[src/inc/fxpcs_consts.svh]
`ifndef FXPCS_CONSTS_SVH
`define FXPCS_CONSTS_SVH
// clock and hold timer
`define FXPCS_CLK_MHZ    10
`define FXPCS_HOLD_US    722
// de-scrambler: keystream length, taps, idle burst for lock
`define FXPCS_LFSR_W     11
`define FXPCS_TAP_A      10
`define FXPCS_TAP_B      8
`define FXPCS_LOCK_BITS  6'h28
`define FXPCS_IDLE_MIN   16'h0010
// code groups
`define FXPCS_SYM_W      5
`define FXPCS_WIN_W      10
`define FXPCS_JK_PAIR    10'h311
`define FXPCS_SYM_IDLE   5'h1f
`define FXPCS_SYM_T      5'h0d
`define FXPCS_SYM_R      5'h07
`define FXPCS_NIB_PRE    4'h5
`define FXPCS_NIB_BAD    4'he
`define FXPCS_SSD_WAIT   4'ha
`define FXPCS_LAST_PH    3'h4
// bypass select bits
`define FXPCS_BYP_NRZI   0
`define FXPCS_BYP_SCR    1
`define FXPCS_BYP_DEC    2
// fifo
`define FXPCS_FIFO_W     6
`define FXPCS_FIFO_D     16
`endif

[src/inc/fxpcs_pkg.sv]
package fxpcs_pkg;
  // receive framing states
  typedef enum logic [1:0] {
    FXPCS_IDLE,
    FXPCS_FRAME,
    FXPCS_BADSSD
  } fxpcs_state_t;
  typedef logic [3:0] fxpcs_nib_t;
endpackage : fxpcs_pkg

[src/logic/fxpcs_rx.sv]
// Contract
// - line bits go from NRZI to NRZ before anything else
// - converted stream is unaligned; boundaries found later
// - lock de-scrambler after idle burst of 40 bits, load LFSR
// - once locked, XOR each bit with the deciphering keystream
// - start a 722 us hold timer when lock is reached
// - enough idles before expiry reload the timer, forever
// - too few idles within hold period drop and reset lock
// - aligner searches the unaligned de-scrambled stream for J/K
// - on 11000 then 10001 fix the 5-bit boundary
// - decode each aligned 5-bit group to a nibble by table
// - J/K after idle is output as preamble nibbles
// - translate packet groups until T then R is seen
// - nibble on 4-bit bus, bit 0 is the lsb
// - pass 6-bit line samples on toward equalizer each cycle
// - 10 Mbit/s loopback path for diagnostics
// - each coding stage can be bypassed
// - data valid from first J/K nibble until T/R or lock loss
// - with data valid, error for every unmapped code group
// - carrier without J/K: error and 1110 until two idles
// - carrier on two non-adjacent zeros in any 10-bit window
`timescale 1ns/10ps
`include "fxpcs_consts.svh"

module fxpcs_fifo #(
  parameter int W = `FXPCS_FIFO_W,
  parameter int D = `FXPCS_FIFO_D
) (
  // clock and reset
  input  wire logic         clk,
  input  wire logic         sys_rst,
  // fill side
  input  wire logic         in_valid,
  input  wire logic [W-1:0] in_data,
  output logic              in_ready,
  // drain side, registered
  output logic              out_valid_r,
  output logic [W-1:0]      out_data_r,
  input  wire logic         out_ready
);
  localparam int AW = $clog2(D);
  logic [W-1:0] mem [D];
  logic [AW:0]  wr_r;
  logic [AW:0]  rd_r;
  wire          empty = (wr_r == rd_r);
  wire          full  = (wr_r[AW] != rd_r[AW]) &&
                        (wr_r[AW-1:0] == rd_r[AW-1:0]);
  wire          push  = in_valid && !full;
  // refill output stage when it is empty or being taken
  wire          load  = !empty && (!out_valid_r || out_ready);

  assign in_ready = !full;

  // storage has no reset; pointers guard it
  always_ff @(posedge clk) begin
    if (push)
      mem[wr_r[AW-1:0]] <= in_data;
  end

  always_ff @(posedge clk) begin
    if (sys_rst) begin
      wr_r        <= '0;
      rd_r        <= '0;
      out_valid_r <= 1'b0;
      out_data_r  <= '0;
    end else begin
      if (push)
        wr_r <= wr_r + 1'b1;
      if (load) begin
        rd_r        <= rd_r + 1'b1;
        out_data_r  <= mem[rd_r[AW-1:0]];
        out_valid_r <= 1'b1;
      end else if (out_ready)
        out_valid_r <= 1'b0;
    end
  end
endmodule : fxpcs_fifo

module fxpcs_rx #(
  parameter int   HOLD_CYC = `FXPCS_HOLD_US * `FXPCS_CLK_MHZ,
  parameter logic [15:0] IDLE_MIN = `FXPCS_IDLE_MIN
) (
  // clock and reset
  input  wire logic                 clk,
  input  wire logic                 sys_rst,
  // recovered line, loopback source and converter samples
  input  wire logic                 line_bit,
  input  wire logic                 lb_bit,
  input  wire logic                 lb_en,
  input  wire logic [5:0]           adc_sample,
  output logic [5:0]                eq_sample_r,
  // stage bypass: nrzi, scrambler, decoder
  input  wire logic [2:0]           bypass,
  // status
  output logic                      lock_r,
  output logic                      crs_r,
  output logic                      overrun_r,
  // internal receive nibble stream
  output logic                      rx_valid_r,
  output fxpcs_pkg::fxpcs_nib_t     rx_data_r,
  output logic                      rx_dv_r,
  output logic                      rx_err_r,
  input  wire logic                 rx_ready
);
  import fxpcs_pkg::*;

  // 5b to {valid, nibble}
  function automatic logic [4:0] dec5(input logic [4:0] s);
    case (s)
      5'h1e:   dec5 = 5'h10;
      5'h09:   dec5 = 5'h11;
      5'h14:   dec5 = 5'h12;
      5'h15:   dec5 = 5'h13;
      5'h0a:   dec5 = 5'h14;
      5'h0b:   dec5 = 5'h15;
      5'h0e:   dec5 = 5'h16;
      5'h0f:   dec5 = 5'h17;
      5'h12:   dec5 = 5'h18;
      5'h13:   dec5 = 5'h19;
      5'h16:   dec5 = 5'h1a;
      5'h17:   dec5 = 5'h1b;
      5'h1a:   dec5 = 5'h1c;
      5'h1b:   dec5 = 5'h1d;
      5'h1c:   dec5 = 5'h1e;
      5'h1d:   dec5 = 5'h1f;
      default: dec5 = 5'h00;
    endcase
  endfunction : dec5

  // two zeros in the window that are not neighbours
  function automatic logic sep_zeros(input logic [9:0] w);
    logic hit;
    hit = 1'b0;
    for (int i = 0; i < 8; i++)
      for (int j = i + 2; j < 10; j++)
        if (!w[i] && !w[j])
          hit = 1'b1;
    return hit;
  endfunction : sep_zeros

  // pin synchroniser, first flop read only by the second
  logic sync1_r, sync2_r;
  always_ff @(posedge clk) begin
    if (sys_rst) begin
      sync1_r <= 1'b0;
      sync2_r <= 1'b0;
    end else begin
      sync1_r <= line_bit;
      sync2_r <= sync1_r;
    end
  end

  // loopback replaces the line with the transmit bit
  wire  in_bit = lb_en ? lb_bit : sync2_r;
  logic prev_r;
  wire  nrz = bypass[`FXPCS_BYP_NRZI] ? in_bit
                                      : (in_bit ^ prev_r);

  // keystream history assumes idle; lock when it predicts itself
  logic [`FXPCS_LFSR_W-1:0] hist_r, lfsr_r;
  logic [5:0]  run_r;
  logic [15:0] hold_r, idles_r;
  logic [2:0]  ones_r;
  wire  ks_guess = ~nrz;
  wire  pred_ok  = ks_guess == (hist_r[`FXPCS_TAP_A] ^ hist_r[`FXPCS_TAP_B]);
  wire  ks_next  = lfsr_r[`FXPCS_TAP_A] ^ lfsr_r[`FXPCS_TAP_B];
  wire  lock_hit = !lock_r && pred_ok && (run_r == `FXPCS_LOCK_BITS - 1);
  wire  scr_bit  = bypass[`FXPCS_BYP_SCR] ? nrz
                   : (lock_r ? (nrz ^ ks_next) : 1'b0);
  wire  bit_ok   = lock_r || bypass[`FXPCS_BYP_SCR];
  wire  idle_sym = scr_bit && (ones_r == `FXPCS_LAST_PH);
  wire  enough   = idles_r >= IDLE_MIN;
  wire  expire   = lock_r && (hold_r == 16'h0000);

  // nrzi memory and keystream search
  always_ff @(posedge clk) begin
    if (sys_rst) begin
      prev_r <= 1'b0;
      hist_r <= '0;
      run_r  <= '0;
    end else begin
      prev_r <= in_bit;
      hist_r <= {hist_r[`FXPCS_LFSR_W-2:0], ks_guess};
      run_r  <= (pred_ok && !lock_r) ? run_r + 6'h01 : 6'h00;
    end
  end

  // lock, deciphering register and hold timer
  always_ff @(posedge clk) begin
    if (sys_rst || expire) begin
      lock_r  <= 1'b0;
      lfsr_r  <= '0;
      hold_r  <= '0;
      idles_r <= '0;
      ones_r  <= '0;
    end else if (lock_hit) begin
      lock_r  <= 1'b1;
      lfsr_r  <= {hist_r[`FXPCS_LFSR_W-2:0], ks_guess};
      hold_r  <= 16'(HOLD_CYC - 1);
      idles_r <= '0;
      ones_r  <= '0;
    end else if (lock_r) begin
      lfsr_r <= {lfsr_r[`FXPCS_LFSR_W-2:0], ks_next};
      ones_r <= (!scr_bit || idle_sym) ? 3'h0 : ones_r + 3'h1;
      if (enough) begin
        hold_r  <= 16'(HOLD_CYC - 1);
        idles_r <= '0;
      end else begin
        hold_r  <= hold_r - 16'h0001;
        idles_r <= idles_r + {15'h0000, idle_sym};
      end
    end
  end

  // unaligned window feeds aligner and carrier sense
  logic [`FXPCS_WIN_W+`FXPCS_SYM_W-1:0] win_r;
  wire  [`FXPCS_WIN_W-1:0] win_now = {win_r[`FXPCS_WIN_W-2:0], scr_bit};
  wire  jk_seen  = bit_ok && (win_now == `FXPCS_JK_PAIR);
  wire  after_id = win_r[`FXPCS_WIN_W+`FXPCS_SYM_W-2:`FXPCS_WIN_W-1]
                   == `FXPCS_SYM_IDLE;
  wire  cs_hit   = bit_ok && sep_zeros(win_now);
  wire  all_idle = win_now == '1;

  // symbol slicing
  fxpcs_state_t st_r;
  logic [2:0] ph_r;
  logic [3:0] ssd_r;
  logic [1:0] idl_r;
  logic       t_r;
  wire  [4:0] sym    = win_now[`FXPCS_SYM_W-1:0];
  wire        sym_ok = ph_r == `FXPCS_LAST_PH;
  wire  [4:0] dtab   = dec5(sym);
  wire        dec_ok = dtab[4] || bypass[`FXPCS_BYP_DEC];
  wire  [3:0] dnib   = bypass[`FXPCS_BYP_DEC] ? sym[3:0] : dtab[3:0];

  // word to push: {dv, err, nibble}
  logic       push;
  logic [5:0] word;
  logic       in_rdy;
  always_comb begin
    push = 1'b0;
    word = '0;
    case (st_r)
      FXPCS_IDLE:
        if (jk_seen && after_id) begin
          push = 1'b1;
          word = {2'b10, `FXPCS_NIB_PRE};
        end
      FXPCS_FRAME:
        if (sym_ok && !(sym == `FXPCS_SYM_T) && !t_r) begin
          push = 1'b1;
          word = {1'b1, !dec_ok, dnib};
        end else if (sym_ok && t_r && sym != `FXPCS_SYM_R) begin
          push = 1'b1;
          word = {2'b11, dnib};
        end
      FXPCS_BADSSD:
        if (sym_ok) begin
          push = 1'b1;
          word = {2'b01, `FXPCS_NIB_BAD};
        end
      default: begin
        push = 1'b0;
        word = '0;
      end
    endcase
  end

  // framing state; a lock loss ends the frame
  always_ff @(posedge clk) begin
    if (sys_rst || !bit_ok) begin
      st_r  <= FXPCS_IDLE;
      win_r <= '1;
      ph_r  <= '0;
      ssd_r <= '0;
      idl_r <= '0;
      t_r   <= 1'b0;
      crs_r <= 1'b0;
    end else begin
      win_r <= {win_r[`FXPCS_WIN_W+`FXPCS_SYM_W-2:0], scr_bit};
      ph_r  <= sym_ok ? 3'h0 : ph_r + 3'h1;
      if (cs_hit)
        crs_r <= 1'b1;
      else if (all_idle && st_r == FXPCS_IDLE)
        crs_r <= 1'b0;
      case (st_r)
        FXPCS_IDLE: begin
          if (jk_seen && after_id) begin
            st_r  <= FXPCS_FRAME;
            ph_r  <= 3'h0;
            ssd_r <= '0;
          end else if (crs_r) begin
            ssd_r <= ssd_r + 4'h1;
            if (ssd_r == `FXPCS_SSD_WAIT) begin
              st_r  <= FXPCS_BADSSD;
              ph_r  <= 3'h0;
              idl_r <= '0;
            end
          end else
            ssd_r <= '0;
        end
        FXPCS_FRAME:
          if (sym_ok) begin
            if (t_r && sym == `FXPCS_SYM_R) begin
              st_r  <= FXPCS_IDLE;
              crs_r <= 1'b0;
            end
            t_r <= (sym == `FXPCS_SYM_T) && !t_r;
          end
        FXPCS_BADSSD:
          if (sym_ok) begin
            idl_r <= (sym == `FXPCS_SYM_IDLE) ? idl_r + 2'h1 : 2'h0;
            if (sym == `FXPCS_SYM_IDLE && idl_r == 2'h1) begin
              st_r  <= FXPCS_IDLE;
              crs_r <= 1'b0;
              ssd_r <= '0;
            end
          end
        default: st_r <= FXPCS_IDLE;
      endcase
    end
  end

  // converter samples and overrun; full fifo drops the nibble
  always_ff @(posedge clk) begin
    if (sys_rst) begin
      eq_sample_r <= '0;
      overrun_r   <= 1'b0;
    end else begin
      eq_sample_r <= adc_sample;
      if ((push || pre2_r) && !in_rdy)
        overrun_r <= 1'b1;
    end
  end

  // nibble buffer toward the receive side; preamble counted twice
  logic [5:0] fifo_q;
  logic       pre2_r;
  always_ff @(posedge clk) begin
    if (sys_rst)
      pre2_r <= 1'b0;
    else
      pre2_r <= push && st_r == FXPCS_IDLE && in_rdy;
  end

  fxpcs_fifo #(.W(`FXPCS_FIFO_W), .D(`FXPCS_FIFO_D)) u_fifo (
    .clk         (clk),
    .sys_rst     (sys_rst),
    .in_valid    (push || pre2_r),
    .in_data     (pre2_r ? {2'b10, `FXPCS_NIB_PRE} : word),
    .in_ready    (in_rdy),
    .out_valid_r (rx_valid_r),
    .out_data_r  (fifo_q),
    .out_ready   (rx_ready)
  );

  assign rx_data_r = fifo_q[3:0];
  assign rx_err_r  = fifo_q[4];
  assign rx_dv_r   = fifo_q[5];
endmodule : fxpcs_rx

[config.mk]
export PLATFORM = sky130hd
export DESIGN_NAME = fxpcs_rx
export DESIGN_NICKNAME = d
export VERILOG_FILES = /design/src/inc/fxpcs_pkg.sv /design/src/logic/fxpcs_rx.sv
export VERILOG_INCLUDE_DIRS = /design/src /design/src/inc
export SDC_FILE = /design/constraint.sdc
export NUM_CORES = 1
export LEC_CHECK = 0
export ABC_AREA = 1
export BUFFER_PORTS_ARGS = -buffer_cell sky130_fd_sc_hd__buf_2
export CAP_MARGIN = 5
export CORE_AREA = 2 2 101 177
export CTS_CLUSTER_DIAMETER = 80
export DETAILED_ROUTE_END_ITERATION = 8
export DIE_AREA = 0 0 103 179
export PLACE_DENSITY_LB_ADDON = 0.3
export SLEW_MARGIN = 20
export SYNTH_ARGS = -nofsm -noshare
export SYNTH_HDL_FRONTEND = slang
export SYNTH_SLANG_ARGS = --single-unit
[constraint.sdc]
create_clock -name clk -period 5.9 [get_ports clk]
set_input_delay 0.59 -clock clk [delete_from_list [all_inputs] [get_ports clk]]
set_output_delay 0.59 -clock clk [all_outputs]
set_load 0.01 [all_outputs]
==> metrics.yaml <==
grt_pass1_vias: 6737
ant_nets: 0
netlist.top_cell.by_area: "sky130_fd_sc_hd__edfxtp_1"
worst_path_arrival_time_ps: 3160
clock_sinks: 215
total_routing_usage_gr: 0.222
critical-path-max-stage-delay_ps: 770
syn-instance-count: 995
cts.clk_slew.worst_paths_ps: 70
drt-vias-per-instance: 5.46
worstSetupPathType: "flip-flop to flip-flop"
cts_htree_levels: 1
synth.top_cell.area_share: 0.313
postRouteWirelength_um: 19800
timing.max_slew.rel_slack: 0.340
cp-end-kind: "flip-flop"
p_leak_nw: 3.63
cts_buffers: 19
initial_core_util: 0.537
finalWorstSetupSlack_ps: 2840
dp.cells: 1223
worst_hold_path_type: "input pin to flip-flop"
routabilityCongestion: 0.889
detail_route.first_pass.iterations: 6
net-switching-power_uw: 918
fp-row-count: 64
clk_root_buffer_cell: "sky130_fd_sc_hd__clkbuf_16"
die_h_um: 179
power_frac_clock: 0.363
sw_frac_of_total: 0.276
num_antenna_cells: 0
ys_async_sr_fraction: 0
cts_max_path_buffers: 3
clkLatencyLatePin_ps: 480
setup_total_negative_slack_ps: 0
yosys-top-cells-area: "sky130_fd_sc_hd__edfxtp_1, sky130_fd_sc_hd__dfxtp_1, sky130_fd_sc_hd__nor2_1"
post_synth_instance_area_um2: 9200
finalSetupViolCount: 0
cp_cell_sequence: "buf_4, xnor2_1, nand4_1, nor2_1, inv_1, nand2_4, nor3_1"
worst_slew_pin_slew_ps: 986
syn2layout_area_growth_pct: 10.1
post_cts.resized_instances: 0
io-pin-count: 31
synth.yosys.seq_area_share: 0.572
dieArea_um2: 18400
yosys-top-cells-count: "sky130_fd_sc_hd__nor2_1, sky130_fd_sc_hd__dfxtp_1, sky130_fd_sc_hd__nand2_1, sky130_fd_sc_hd__inv_1, sky130_fd_sc_hd__edfxtp_1"
io_buffers: 30
whs_ps: 310
dp_hpwl_um: 13700
synth.most_common_cell: "sky130_fd_sc_hd__nor2_1"
yosys_warnings: 0
dr_total_vias: 6858
largest_net_degree_at_the_start_of_global_routing: 51
synth-main-ff-cell: "sky130_fd_sc_hd__dfxtp_1"
finish.instance_area_um2: 10100
post-cts-setup-buffer-count: 0
detail_route.drc_violations: 0
post_synth.cell_area_avg_um2: 9.25
yosys_register_bits: 215
fin_total_pwr_mw: 3.32
power_density_nw_per_um2: 328
cell_internal_pwr_mw: 2.40
crit_path_start_kind: "flip-flop"
path_max_fanout: 31
slowest_stage: "sky130_fd_sc_hd__dfxtp_1"
ys_types: 45
layout_worst_path_cycle_share: 0.518
cts_hold_buffers: 0
comb_power_share: 0.151
cp.required_ps: 6000
place_worst_setup_slack_ps: 2740
placement.cell_area_um2: 9520
floorplan.core_area_um2: 17100
max_freq_mhz: 327
power_frac_seq: 0.486
vdd.ir_drop.worst_uv: 258
post-route-min-period_ps: 3060
drt-initial-drc-count: 336
gr-total-overflow: 0
dieWidth_um: 103
finalNetCount: 1051
grt_setup_unrepaired: "no"
result_of_the_run: "completed"
wl_per_cell_um: 15.7
clock_tree_from_tritoncts: "built"
final_layout_size_suffix_gt1_frac: 0.0985
synth_nets: 1033
antenna_found_initial: 0
edff_count_synth: 96
clock-skew-final_ps: 11.0
global_route_wire_length_before_repair_um: 32300
timing.final.hold_violations: 0
final_cells: 1256
drv_cap: 0
drv_slew: 0
finish.utilization: 0.591
-- kinds of logic (layout without fill, tap and decap cells) --
logic type	count (synthesis)	count (layout)	share of synthesized area
AO/OA/AOI/OAI	195	195	0.127
buffers and inverters	153	183	0.0656
XOR/XNOR	22	22	0.0209
adder cells (fa/ha/maj)	23	23	0.0313
flip-flops	215	215	0.572
AND/OR/NAND/NOR	387	387	0.183
-- state kept, by name (all words and copies together) (netlist names), 2 cells and up --
name / flops
u_fifo.mem: 96
hold_r: 16
idles_r: 16
win_r: 14
hist_r: 11
lfsr_r: 11
eq_sample_r: 6
run_r: 6
u_fifo.out_data_r: 6
u_fifo.rd_r: 5
u_fifo.wr_r: 5
ssd_r: 4
ones_r: 3
ph_r: 3
idl_r: 2
st_r: 2
-- power by group through the flow --
stage	Combinational, mW	Clock [mW]	Sequential [mW]
2_1_floorplan	0.335	0	1.64
3_5_place_dp	0.496	0	1.65
6_report	0.502	1.20	1.61
3_3_place_gp	0.489	0	1.65
4_1_cts	0.499	1.23	1.61
5_1_grt	0.557	1.29	1.62
-- final cells by class --
cell class              instances  area [um^2]
clock buffers                  20          479
clock inverters                13          125
fillers                      1515         7010
inverters                     110          413
multi-input cells             627         3330
flip-flops and latches        215         5270
well taps                     231          289
repair buffers                 40          225
-- final timing paths --
check	startpoint	endpoint	slack (ps)	depth (start not counted)
worst max register to register	u_fifo.rd_r[0]	u_fifo.mem[13][0]	2840	7
worst min register to register	sync1_r	sync2_r	410	2
worst min-delay path	line_bit	sync1_r	310	3
worst max-delay path	u_fifo.rd_r[0]	u_fifo.mem[13][0]	2840	7
-- layer usage --
metal / vias to the layer above / wire length [um] / track usage
met3: 68 / 746 / 0.0269
met1: 3210 / 7290 / 0.237
met5: - / 0 / 0
met4: 0 / 888 / 0.0976
li1: 3410 / - / -
met2: 170 / 10800 / 0.424
-- placed cells by master (no fill, tap or decap), drive strengths merged --
master / netlist / routed
nor3: 30 / 30
o21a: 2 / 2
clkbuf: 32 / 20
buf: 11 / 40
nand3: 38 / 38
o32ai: 2 / 2
a221oi: 6 / 6
ha: 23 / 23
o2111ai: 4 / 4
edfxtp: 96 / 96
a211oi: 2 / 2
o31ai: 2 / 2
and3: 2 / 2
o22ai: 10 / 10
dfxtp: 119 / 119
bufinv: 0 / 2
xnor2: 12 / 12
o211ai: 9 / 9
nor3b: 3 / 3
o311ai: 1 / 1
a21oi: 55 / 55
a31oi: 6 / 6
xor2: 10 / 10
or2: 4 / 4
nand4: 12 / 12
o41ai: 1 / 1
a21o: 1 / 1
clkinv: 1 / 6
o21ai: 78 / 78
nor4: 5 / 5
o221ai: 16 / 16
nor2: 168 / 168
nand2: 125 / 125
inv: 109 / 109
clkinvlp: 0 / 6
-- worst max-delay path: cells and delay by family (launching register included) --
kind	cells	cell delay [ps]
buffers and inverters	2	600
and+or+nand+nor	4	1170
DFF	1	770
xor gates and xnor gates	1	120
Note: power is estimated with default switching activity, not from simulation.
